$ cat src/squib_diag_regs.svh
/*
 Constants for the squib diagnostic sequencer and its response words.
 Assumes inclusion by the response module only.
*/
// How it works
// - High-resistance compare result latched at next diag select fall after settle.
// - A FET diagnostic command first clears all FET result flags.
// - Bias off or leakage at FET start: MOS stays off, abort, fault flag set.
// - Fire permit active on channel under test: refuse FET test, set fault flag.
// - No leakage and no fire permit: turn on selected high or low MOS.
// - Current above short threshold: switch driver off within shutoff time.
// - No threshold crossing: timeout flag high during timeout, MOS off at expiry.
// - FET results latched at select fall, held until next diagnostic write.
// - A response bit shows FET test completion; it reads 0 while a test runs.
// - Safing check drives test current on selected input, reports 00, 01 or 11.
// - Reserve voltage check reports 00, 01 or 11, captured at select fall.
// - Safing current only on selected reserve input; result captured at select fall.
// - Lost ground blocks only that channel's low driver; all else works.
// - Lost ground shows only in the low-side MOS diagnostic; the code uses GROUND_OK in no diagnostic.
// - Words are 16 bits with D13 set for odd parity; commands checked.
// - Response to a command goes out in the next valid select frame.
// - After reset, ground loss or reference fault first response is zero.
// - Parity or message error in deployment 0xD000; bad bit count 0xD003.
// - Fire without arm 0xD005; message not allowed in deployment 0xD009.
// - Soft reset: key 0xAA answers 1X02 with limit bits, then 0x55 answers 0x2003.
// - Fire permit per channel is external input OR internal latch.
`ifndef SQUIB_DIAG_REGS_SVH
`define SQUIB_DIAG_REGS_SVH
`define CLK_MHZ 200
`define SHUTOFF_NS 10000
`define SHUTOFF_CYC ((`SHUTOFF_NS * `CLK_MHZ) / 1000)
`define FET_TIMEOUT_NS 2000000
`define FET_TIMEOUT_CYC ((`FET_TIMEOUT_NS * `CLK_MHZ) / 1000)
`define HR_SETTLE_NS 100000
`define HR_SETTLE_CYC ((`HR_SETTLE_NS * `CLK_MHZ) / 1000 + 1)
`define RSP_ZERO 16'h0000
`define RSP_PAR_ERR 16'hD000
`define RSP_LEN_ERR 16'hD003
`define RSP_SEQ_ERR 16'hD005
`define RSP_DEP_ERR 16'hD009
`define RSP_SR_DONE 16'h2003
`define RSP_SR_KEY1 8'h02
`define KEY_FIRST 8'hAA
`define KEY_SECOND 8'h55
`define PAR_BIT 13
`define DONE_BIT 7
`endif

$ cat src/squib_diag_pkg.sv
/*
 Types for the squib diagnostic sequencer.
 Assumes the constants header is compiled with it.
*/
package squib_diag_pkg;
   typedef enum logic [1:0] {FET_IDLE = 2'b00, FET_ON = 2'b01, FET_WAIT = 2'b11} fet_state_type;
   typedef enum logic [1:0] {GRP_CFG = 2'b00, GRP_DEP = 2'b01, GRP_DIAG = 2'b10,
      GRP_MON = 2'b11} group_type;
   typedef enum logic [2:0] {DG_OFF = 3'd0, DG_LEAK = 3'd1, DG_VRES = 3'd2, DG_SAFE = 3'd3,
      DG_RES = 3'd4, DG_HIRES = 3'd5, DG_LS = 3'd6, DG_HS = 3'd7} diag_type;
endpackage : squib_diag_pkg

$ cat src/squib_diag_spi_response.sv
/*
 Squib diagnostic sequencer and response word builder for the first SPI port.
 Assumes an external shifter hands over each 16-bit command with a bit count,
 pulses at the diagnostic select fall, and comparator levels synchronous to SYS_CLK.
*/
`timescale 1ns/1ps
`include "squib_diag_regs.svh"
module squib_diag_spi_response
   import squib_diag_pkg::*;
#(
   parameter int CHANNELS = 8,
   parameter int SHUTOFF_CYCLES = `SHUTOFF_CYC,
   parameter int TIMEOUT_CYCLES = `FET_TIMEOUT_CYC,
   parameter int SETTLE_CYCLES = `HR_SETTLE_CYC
)
(
   input wire logic SYS_CLK,
   input wire logic NRST,
   input wire logic FRAME_DONE,
   input wire logic [15:0] CMD_WORD,
   input wire logic [4:0] CMD_BITS,
   input wire logic CS_FALL,
   input wire logic GROUND_LOST,
   input wire logic REF_FAULT,
   input wire logic DEPLOYING,
   input wire logic ARMED,
   input wire logic BIAS_ON,
   input wire logic LEAK_SEEN,
   input wire logic BATTERY_SHORT_CMP,
   input wire logic GROUND_SHORT_CMP,
   input wire logic HIGH_RES_CMP,
   input wire logic [1:0] SAFE_CMP,
   input wire logic [1:0] RESERVE_CMP,
   input wire logic [CHANNELS-1:0] FIRE_PERMIT_PIN,
   input wire logic [CHANNELS-1:0] FIRE_PERMIT_LATCH,
   input wire logic [CHANNELS-1:0] GROUND_OK,
   input wire logic [CHANNELS-1:0] LOW_FIRE_REQ,
   input wire logic [1:0] CURRENT_LIMIT_BITS,
   output logic [15:0] RSP_WORD,
   output logic [CHANNELS-1:0] HS_MOS_ON,
   output logic [CHANNELS-1:0] LS_MOS_ON,
   output logic [CHANNELS-1:0] LS_FIRE_EN,
   output logic [CHANNELS-1:0] SAFING_TEST_CURRENT,
   output logic SOFT_RESET
);
   localparam int CW = $clog2(CHANNELS);
   localparam int TW = $clog2(TIMEOUT_CYCLES + SETTLE_CYCLES + 1);

   fet_state_type fet_reg, fet_next;
   diag_type diag_reg;
   logic [CW-1:0] chan_reg;
   logic [TW-1:0] cnt_reg, cnt_next;
   logic fault_present_flag, fet_timeout_flag, battery_short_flag, ground_short_flag;
   logic fet_done_reg, high_res_reg, key_reg, first_reg, held_reg, live_reg;
   logic [1:0] code_reg;
   logic [15:0] pend_reg, rsp_next;
   logic [CHANNELS-1:0] fire_permit;

   function automatic logic [15:0] with_parity(input logic [15:0] w);
      logic [15:0] r;
      r = w;
      r[`PAR_BIT] = 1'b0;
      r[`PAR_BIT] = ~(^r);
      return r;
   endfunction : with_parity

   function automatic logic [1:0] thermo(input logic [1:0] c);
      return {c[1], c[1] | c[0]};
   endfunction : thermo

   // Command decode
   wire parity_ok = ^CMD_WORD;
   wire len_ok = (CMD_BITS == 5'd16);
   group_type grp;
   assign grp = group_type'(CMD_WORD[15:14]);
   wire diag_cmd = (grp == GRP_DIAG);
   wire fire_cmd = (grp == GRP_DEP) && (CMD_WORD[12:8] == 5'b00000);
   wire [CW-1:0] cmd_chan = CMD_WORD[CW-1:0];
   diag_type cmd_diag;
   assign cmd_diag = diag_type'(CMD_WORD[10:8]);
   wire fet_cmd = diag_cmd && (cmd_diag == DG_LS || cmd_diag == DG_HS);
   wire cfg_reset = (grp == GRP_CFG) && !CMD_WORD[10];
   wire key1 = cfg_reset && CMD_WORD[7:0] == `KEY_FIRST;
   wire key2 = cfg_reset && key_reg && CMD_WORD[7:0] == `KEY_SECOND;
   wire running = (fet_reg != FET_IDLE);
   wire start_fet = FRAME_DONE && len_ok && parity_ok && fet_cmd && !running;
   wire new_diag = FRAME_DONE && len_ok && parity_ok && diag_cmd && !running;

   assign fire_permit = FIRE_PERMIT_PIN | FIRE_PERMIT_LATCH;
   wire chan_permit = fire_permit[cmd_chan];
   wire pre_ok = BIAS_ON && !LEAK_SEEN && !chan_permit;
   wire hit = (diag_reg == DG_HS) ? BATTERY_SHORT_CMP : GROUND_SHORT_CMP;
   // A test launched this cycle drives its MOS from the command, not the stale selection
   diag_type sel_diag;
   assign sel_diag = start_fet ? cmd_diag : diag_reg;
   wire [CW-1:0] sel_chan = start_fet ? cmd_chan : chan_reg;

   // FET test sequencer
   always_comb
   begin
      fet_next = fet_reg;
      cnt_next = cnt_reg;
      case (fet_reg)
         FET_IDLE:
         begin
            if (start_fet && pre_ok)
            begin
               fet_next = FET_ON;
               cnt_next = '0;
            end
         end
         FET_ON:
         begin
            cnt_next = cnt_reg + 1'b1;
            if (hit)
               fet_next = FET_IDLE;
            else if (cnt_reg == TW'(TIMEOUT_CYCLES - 1))
               fet_next = FET_IDLE;
         end
         default: fet_next = FET_IDLE;
      endcase
   end

   always_ff @(posedge SYS_CLK or negedge NRST)
   begin
      if (!NRST)
      begin
         fet_reg <= FET_IDLE;
         cnt_reg <= '0;
      end
      else
      begin
         fet_reg <= fet_next;
         cnt_reg <= new_diag && !fet_cmd ? '0 : (running || start_fet ? cnt_next :
            (cnt_reg == TW'(SETTLE_CYCLES) ? cnt_reg : cnt_reg + 1'b1));
      end
   end

   // Diagnostic selection and flags
   always_ff @(posedge SYS_CLK or negedge NRST)
   begin
      if (!NRST)
      begin
         diag_reg <= DG_OFF;
         chan_reg <= '0;
         fault_present_flag <= 1'b0;
         fet_timeout_flag <= 1'b0;
         battery_short_flag <= 1'b0;
         ground_short_flag <= 1'b0;
         fet_done_reg <= 1'b0;
         high_res_reg <= 1'b0;
         code_reg <= 2'b00;
         held_reg <= 1'b0;
      end
      else
      begin
         if (new_diag)
         begin
            diag_reg <= cmd_diag;
            chan_reg <= cmd_chan;
            high_res_reg <= 1'b0;
            code_reg <= 2'b00;
            held_reg <= 1'b0;
            battery_short_flag <= 1'b0;
            ground_short_flag <= 1'b0;
            fet_timeout_flag <= 1'b0;
            fault_present_flag <= fet_cmd && !pre_ok;
            fet_done_reg <= fet_cmd && !pre_ok;
         end
         else
         begin
            if (fet_reg == FET_ON)
               fet_timeout_flag <= !hit && cnt_reg != TW'(TIMEOUT_CYCLES - 1);
            if (fet_reg == FET_ON && fet_next == FET_IDLE)
               fet_done_reg <= 1'b1;
            // Only the first select fall after a diagnostic command captures; later frames reread it
            if (CS_FALL && !held_reg && (diag_reg == DG_HS || diag_reg == DG_LS))
            begin
               held_reg <= 1'b1;
               battery_short_flag <= BATTERY_SHORT_CMP;
               ground_short_flag <= GROUND_SHORT_CMP;
            end
            if (CS_FALL && diag_reg == DG_HIRES && cnt_reg == TW'(SETTLE_CYCLES))
               high_res_reg <= HIGH_RES_CMP;
            if (CS_FALL && diag_reg == DG_SAFE)
               code_reg <= thermo(SAFE_CMP);
            if (CS_FALL && diag_reg == DG_VRES)
               code_reg <= thermo(RESERVE_CMP);
         end
      end
   end

   // Response selection, sent in the following frame
   wire [15:0] diag_rsp = {2'b10, 1'b0, 1'b0, 1'b0, diag_reg, fet_done_reg, high_res_reg,
      code_reg, fault_present_flag, fet_timeout_flag, battery_short_flag, ground_short_flag};
   wire [15:0] key1_rsp = {4'h1, 2'b10, CURRENT_LIMIT_BITS, `RSP_SR_KEY1};
   wire [15:0] cmd_rsp = !len_ok ? `RSP_LEN_ERR :
      (!parity_ok && DEPLOYING) ? `RSP_PAR_ERR :
      (fire_cmd && !ARMED) ? `RSP_SEQ_ERR :
      (DEPLOYING && grp == GRP_DIAG) ? `RSP_DEP_ERR :
      key2 ? `RSP_SR_DONE : key1 ? key1_rsp : with_parity(diag_rsp);
   wire wipe = GROUND_LOST || REF_FAULT || first_reg;

   always_comb
   begin
      rsp_next = RSP_WORD;
      if (CS_FALL)
         rsp_next = wipe ? `RSP_ZERO : pend_reg;
      // Status answers are rebuilt a cycle later so they carry what this fall latched
      else if (live_reg)
         rsp_next = with_parity(diag_rsp);
   end

   always_ff @(posedge SYS_CLK or negedge NRST)
   begin
      if (!NRST)
      begin
         pend_reg <= `RSP_ZERO;
         RSP_WORD <= `RSP_ZERO;
         first_reg <= 1'b1;
         key_reg <= 1'b0;
         SOFT_RESET <= 1'b0;
         live_reg <= 1'b0;
      end
      else
      begin
         RSP_WORD <= rsp_next;
         if (CS_FALL)
            first_reg <= GROUND_LOST || REF_FAULT;
         live_reg <= CS_FALL && !wipe && pend_reg[15:14] == 2'b10;
         if (FRAME_DONE)
            pend_reg <= cmd_rsp;
         else if (CS_FALL)
            pend_reg <= with_parity(diag_rsp);
         if (FRAME_DONE)
            key_reg <= key1 && len_ok && parity_ok;
         SOFT_RESET <= FRAME_DONE && key2 && len_ok && parity_ok;
      end
   end

   // Drivers: lost ground only blocks that channel's low side
   genvar g;
   generate
      for (g = 0; g < CHANNELS; g++)
      begin : drv
         always_ff @(posedge SYS_CLK or negedge NRST)
         begin
            if (!NRST)
            begin
               HS_MOS_ON[g] <= 1'b0;
               LS_MOS_ON[g] <= 1'b0;
               LS_FIRE_EN[g] <= 1'b0;
               SAFING_TEST_CURRENT[g] <= 1'b0;
            end
            else
            begin
               HS_MOS_ON[g] <= fet_next == FET_ON && sel_diag == DG_HS &&
                  sel_chan == CW'(g);
               LS_MOS_ON[g] <= fet_next == FET_ON && sel_diag == DG_LS &&
                  sel_chan == CW'(g);
               LS_FIRE_EN[g] <= LOW_FIRE_REQ[g] && GROUND_OK[g];
               SAFING_TEST_CURRENT[g] <= diag_reg == DG_SAFE && chan_reg == CW'(g);
            end
         end
      end
   endgenerate
endmodule : squib_diag_spi_response

$ cat config.mk
export PLATFORM = sky130hd
export DESIGN_NAME = squib_diag_spi_response
export DESIGN_NICKNAME = d
export VERILOG_FILES = /design/src/squib_diag_pkg.sv /design/src/squib_diag_spi_response.sv
export VERILOG_INCLUDE_DIRS = /design/src
export SDC_FILE = /design/constraint.sdc
export NUM_CORES = 1
export LEC_CHECK = 0
export BUFFER_PORTS_ARGS = -buffer_cell sky130_fd_sc_hd__buf_2
export CAP_MARGIN = 10
export CORE_UTILIZATION = 45
export DETAILED_ROUTE_END_ITERATION = 7
export GPL_ROUTABILITY_DRIVEN = 1
export PLACE_DENSITY = 0.68
export SLEW_MARGIN = 0
export SYNTH_ARGS = -nofsm -noshare
export SYNTH_HDL_FRONTEND = slang
export SYNTH_SLANG_ARGS = --single-unit
$ cat constraint.sdc
create_clock -name SYS_CLK -period 2.77 [get_ports SYS_CLK]
set_input_delay 0.4155 -clock SYS_CLK [delete_from_list [all_inputs] [get_ports SYS_CLK]]
set_output_delay 0.4155 -clock SYS_CLK [all_outputs]
set_load 0.01 [all_outputs]
Word level (Yosys, flattened, before mapping)
Index checks and enable logic that the tools add are counted.
{"block": "word_totals", "regBits": 104, "wordCells": 235}
{"block": "op_classes", "addsub": 1, "magnitude_cmp": 1, "eq_ne": 37, "muxes": 40, "bitwise_logic": 4, "reduce_logical": 102}
{"op": "$mux 16", "count": 11}
{"op": "$mux 19", "count": 4}
{"op": "$logic_and 1x1->1", "count": 69}
{"op": "$eq 3x3->1 const B", "count": 15}
{"op": "$pmux 19 s2", "count": 1}
{"op": "$reduce_xor 16->1", "count": 2}
{"op": "$add 19x1->19 const B", "count": 1}
{"op": "$eq 19x15->1 const B", "count": 1}
{"op": "$eq 19x19->1 const B", "count": 1}
{"op": "$ne 19x19->1 const B", "count": 1}
{"op": "$eq 3x2->1 const B", "count": 6}
{"op": "$mux 1", "count": 14}
{"op": "$reduce_bool 2->1", "count": 7}
{"op": "$mux 2", "count": 6}
{"op": "$logic_not 1->1", "count": 11}
{"op": "$eq 8x7->1 const B", "count": 1}
{"op": "$eq 8x8->1 const B", "count": 1}
{"op": "$or 8x8->8", "count": 1}
{"op": "$eq 2x1->1 const B", "count": 3}
{"op": "$eq 3x1->1 const B", "count": 2}
{"op": "$logic_not 2->1", "count": 3}
{"op": "$logic_not 3->1", "count": 2}
{"op": "$mux 3", "count": 2}
{"op": "$eq 5x5->1 const B", "count": 1}
{"op": "other kinds (13)", "count": 19}

Longest topological paths before layout
{"block": "depth", "ltp_word": 12, "depth_mapped": 11, "mapped_depth_nobuf": 9}

Worst setup path after synthesis
No wires, ideal clock.
{"block": "synth_timing", "kind": "input to register", "start": "input CMD_WORD[0]", "end": "register fault_present_flag", "setup_time_ns": 0.083, "arrival_ns": 2.613, "slack_ns": 0.075, "cell_stages": 9, "n_path_buf": 0, "cell_sequence": "inv_1 ha_1 xor2_1 xnor3_2 xor2_2 nand2_2 or3_4 or4b_1 o21ai_0"}
{"block": "synth_between", "elab_chain_len": 6}
{"element": "from (decl)", "line_no": "squib_diag_spi_response.sv:20", "source": "input wire logic [15:0] CMD_WORD,"}
{"element": "$bmux 1 s3", "line_no": "squib_diag_spi_response.sv:90", "source": "wire chan_permit = fire_permit[cmd_chan];"}
{"element": "$mux 1 (not written as such)", "line_no": "squib_diag_spi_response.sv:90"}
{"element": "$logic_not 1->1", "line_no": "squib_diag_spi_response.sv:91", "source": "wire pre_ok = BIAS_ON && !LEAK_SEEN && !chan_permit;"}
{"element": "$logic_and 1x1->1", "line_no": "squib_diag_spi_response.sv:91"}
{"element": "$logic_not 1->1", "line_no": "squib_diag_spi_response.sv:167", "source": "fault_present_flag <= fet_cmd && !pre_ok;"}
{"element": "$logic_and 1x1->1", "line_no": "squib_diag_spi_response.sv:167"}
{"element": "to (signal assigned)", "line_no": "squib_diag_spi_response.sv:167"}
{"element": "to (decl)", "line_no": "squib_diag_spi_response.sv:53", "source": "logic fault_present_flag, fet_timeout_flag, battery_short_flag, ground_short_flag;"}
Several ways; a longest one is shown, not always the timed one. The select of a mux whose other input is x is not followed.
A chain may end at the register's enable or synchronous reset.

Worst setup path in the final report
{"block": "layout_timing", "start": "input CMD_WORD[0]", "end": "register fet_done_reg"}
{"block": "layout_between", "elab_chain_len": 10}
{"element": "$bmux 1 s3 or $reduce_xor 16->1 (tied branches)", "line_no": "squib_diag_spi_response.sv:90, squib_diag_spi_response.sv:72"}
{"element": "$mux 1 (not written as such) or $logic_and 1x1->1 (tied branches)", "line_no": "squib_diag_spi_response.sv:90, squib_diag_spi_response.sv:86, squib_diag_spi_response.sv:87"}
{"element": "$logic_not 1->1 or $logic_and 1x1->1 (tied branches)", "line_no": "squib_diag_spi_response.sv:91, squib_diag_spi_response.sv:86"}
{"element": "$logic_and 1x1->1, on equally long branches", "line_no": "squib_diag_spi_response.sv:91, squib_diag_spi_response.sv:86"}
{"element": "$logic_and 1x1->1", "line_no": "squib_diag_spi_response.sv:106", "source": "if (start_fet && pre_ok)"}
{"element": "$mux 2", "line_no": "squib_diag_spi_response.sv:106"}
{"element": "$pmux 2 s2", "line_no": "squib_diag_spi_response.sv:103", "source": "case (fet_reg)"}
{"element": "$logic_not 2->1", "line_no": "squib_diag_spi_response.sv:174", "source": "if (fet_reg == FET_ON && fet_next == FET_IDLE)"}
{"element": "$logic_and 1x1->1", "line_no": "squib_diag_spi_response.sv:174"}
{"element": "$reduce_bool 2->1 (no source line)"}
{"element": "to (signal assigned)", "line_no": "squib_diag_spi_response.sv:168", "source": "fet_done_reg <= fet_cmd && !pre_ok;"}
{"element": "to (decl)", "line_no": "squib_diag_spi_response.sv:54", "source": "logic fet_done_reg, high_res_reg, key_reg, first_reg, held_reg, live_reg;"}
Several ways; a longest one is shown, not always the timed one. The select of a mux whose other input is x is not followed.

==> impl_results.md <==
- Main synth FF type: dfrtp_1
- Peak supply drop: 432 µV
- Slowest CP cell: xnor3_2
- Seq cells post-synth: 104
- Status: finished clean
- Routed met2 length: 6.87 mm
- Clock slew at reported path FFs: 0.07 ns
- Final ANT Viol Nets: 0
- Die X: 110 µm
- Final Hold Fails: 0
- Commonest non-fill, non-tap cells in the layout: 119 x buf_2, 103 x dfrtp_1, 83 x nor2_1, 60 x nand2_1, 36 x o21ai_0
- Die area: 12,100 µm²
- Slew Limit Fails: 0
- Grt ovf: 0
- Hold Path Class: input port to flop
- Final period util: 0.946
- Average wire per standard cell: 16.0 µm
- Largest net degree at the start of global routing: 63
- Post-CTS Setup Bufs: 0
- Max FO, Critical Path: 4
- Global-route wire length before repair: 22.3 mm
- Startpoint Class: input port
- Largest family of logic cells by synthesized area: simple AND/OR/NAND/NOR gates
- Required @ worst endpoint: 3.04 ns
- PostCTS Resize Cnt: 0
- Initial antenna violation count: 0
- TritonCTS clock tree: yes
- Warnings, synthesis: 0
- Top Ports: 121
- TritonCTS buffer count: 9
- Highest routed layer: met4
- Inserted Diodes: 0
- Metal3 WL: 699 µm
- Most common cell after layout, fill and taps aside: buf_2
- Largest stage delay, worst path: 0.53 ns
- M1 WL: 6.00 mm
- Core Region: 11,400 µm²
- Clock Tree Buf Depth: 2
- Mean Syn Cell Area: 9.34 µm²
- Port Buf Inserts: 120
- Number of flops mapped to enable cells by yosys: 0
- Area growth, synth to finish: 26.1%
- Detailed placement HPWL: 10.3 mm
- Routability Congestion: 0.871
- Asr flop ratio synth: 1.00
- Die Y: 110 µm
- Syn nets: 656
- Setup Viol. Count Final: 0
- CP arrival: 2.89 ns
- CP Capture Type: flop
- Synthesized instance count: 564
- Post-Synth XOR/XNOR Area: 0.0340
- Share of cells above drive strength 1: 0.267
- Max Clock Skew: 0.00895 ns
- WHS: 0.268 ns
- Max reg flops: 19
- Post-synthesis compound-gate area fraction: 0.137
- Register area: 2600 µm²
- Post-Route WL: 13.8 mm
- Tot GR Track Use: 0.242
- RSZ-0062 raised after global routing: false
- Fillers: 1,032
- Num rows: 39
- Crit path kind: input port to flop
- CTS Sinks: 104
- Drt via density: 5.47
- Sequential share of the synthesized area: 0.494
- Initial Utilization: 0.461
- Netlist cell types: 63
- Place WS: -0.182 ns
- Worst path cell trace: buf_2, inv_1, ha_1, xor2_1, xnor3_2, xor2_2, nand2_2, or3_4, or4b_1, o21ai_0
- Vias in the first global route: 4,543
- P_leak: 3.32 nW
- Mux share of post-synthesis cell area: 0.0295
- Nets: 807
- Initial DRC Count: 404
- DRC: 0
- Crit path time final: 2.62 ns
- Max_cap viols: 0
- Clock H-tree levels: 3
- PnR worst setup slack: 0.148 ns
- Post-Syn Area: 5270 µm²
- Pwr dens: 603 nW/µm²
- FMAX: 381 MHz
- Detailed-route via count: 4,724
- CTS root buf: clkbuf_16
- Multi-input combinational cell area: 2470 µm²
- Drt first pass iters: 5
- Post-Synth Adder-Cell Area: 0.0475
- Clock latency on the worst-skew pair: 0.35 ns
- Post-synthesis simple-gate area fraction: 0.219
## power breakdown
group,leakage [nW],switching [mW],internal [mW]
sequential,1.35,0.142,1.64
clock,0.167,0.594,0.833
combinational,1.81,0.429,0.362
## cells by family (layout without fill, tap and decap cells)
family,after synthesis,in the layout
AO/OA/AOI/OAI,116,116
XOR/XNOR,17,17
adder cells (fa/ha/maj),20,20
buffers and inverters,50,206
flip-flops,104,104
multiplexers,14,14
other,1,1
AND/OR/NAND/NOR,242,242
## worst max-delay path, delay by kind of cell
family          cells  cell delay [ns]
xor+xnor            3             1.03
buf+inv             2             0.14
simple gates        3             0.92
fa+ha+maj           1             0.29
compound gates      1             0.10
## per-layer routing
metal | track usage | vias up
met5 | 0 | -
met4 | 0.0818 | 0
met3 | 0.0470 | 19
met2 | 0.407 | 149
met1 | 0.312 | 2284
li1 | - | 2272
## final cells by class
type | count | area share
repair buffers | 158 | 0.140
inverters | 32 | 0.0181
well taps | 143 | 0.0269
flip-flops and latches | 104 | 0.392
clock inverters | 6 | 0.0151
clock buffers | 10 | 0.0360
multi-input cells | 410 | 0.372
## final timing paths
| path | start | depth (start not counted) | slack, ns | end |
|---|---|---|---|---|
| min in group asynchronous | NRST | 2 | 0.44 | RSP_WORD[1] |
| hold reg to reg | pend_reg[14] | 1 | 0.47 | live_reg |
| setup / recovery | CMD_WORD[0] | 10 | 0.15 | fet_done_reg |
| max in group asynchronous | NRST | 3 | 1.66 | LS_FIRE_EN[3] |
| setup reg to reg | cnt_reg[15] | 8 | 0.31 | cnt_reg[8] |
| hold / removal | GROUND_OK[7] | 2 | 0.27 | LS_FIRE_EN[7] |
## synthesized netlist by cell type (6+ instances only)
cell type / count / area share
dfrtp_1: 103 / 0.49
nor2_1: 83 / 0.059
nand2_1: 60 / 0.043
o21ai_0: 36 / 0.034
inv_1: 32 / 0.023
nor3_1: 26 / 0.025
a21oi_1: 25 / 0.024
ha_1: 20 / 0.048
a31oi_1: 19 / 0.023
and2_1: 13 / 0.015
nand3_1: 12 / 0.011
xnor2_1: 12 / 0.020
mux2i_1: 11 / 0.021
clkbuf_1: 9 / 0.0064
nand4_1: 9 / 0.011
a22o_1: 6 / 0.010
buf_2: 6 / 0.0057
## what timing repair did
item / CTS / global route
endpoints found under the hold margin: 9 / 0
hold buffers: 1 / 0
setup endpoints to repair: 0 / 0
## stage by stage
stage | util | setup TNS [ns] | total power, mW | std cells | area (µm²)
after floorplan | - | 0 | 2.29 | 564 | 5270
after global placement | 0.551 | -0.492 | 2.57 | 846 | 6290
after CTS | 0.582 | 0 | 4.03 | 863 | 6640
after detailed placement | 0.551 | -1.54 | 2.60 | 846 | 6290
after global routing | 0.582 | 0 | 4.19 | 863 | 6640
final | 0.582 | 0 | 4.00 | 863 | 6640
Note: power is estimated with default switching activity, not from simulation.
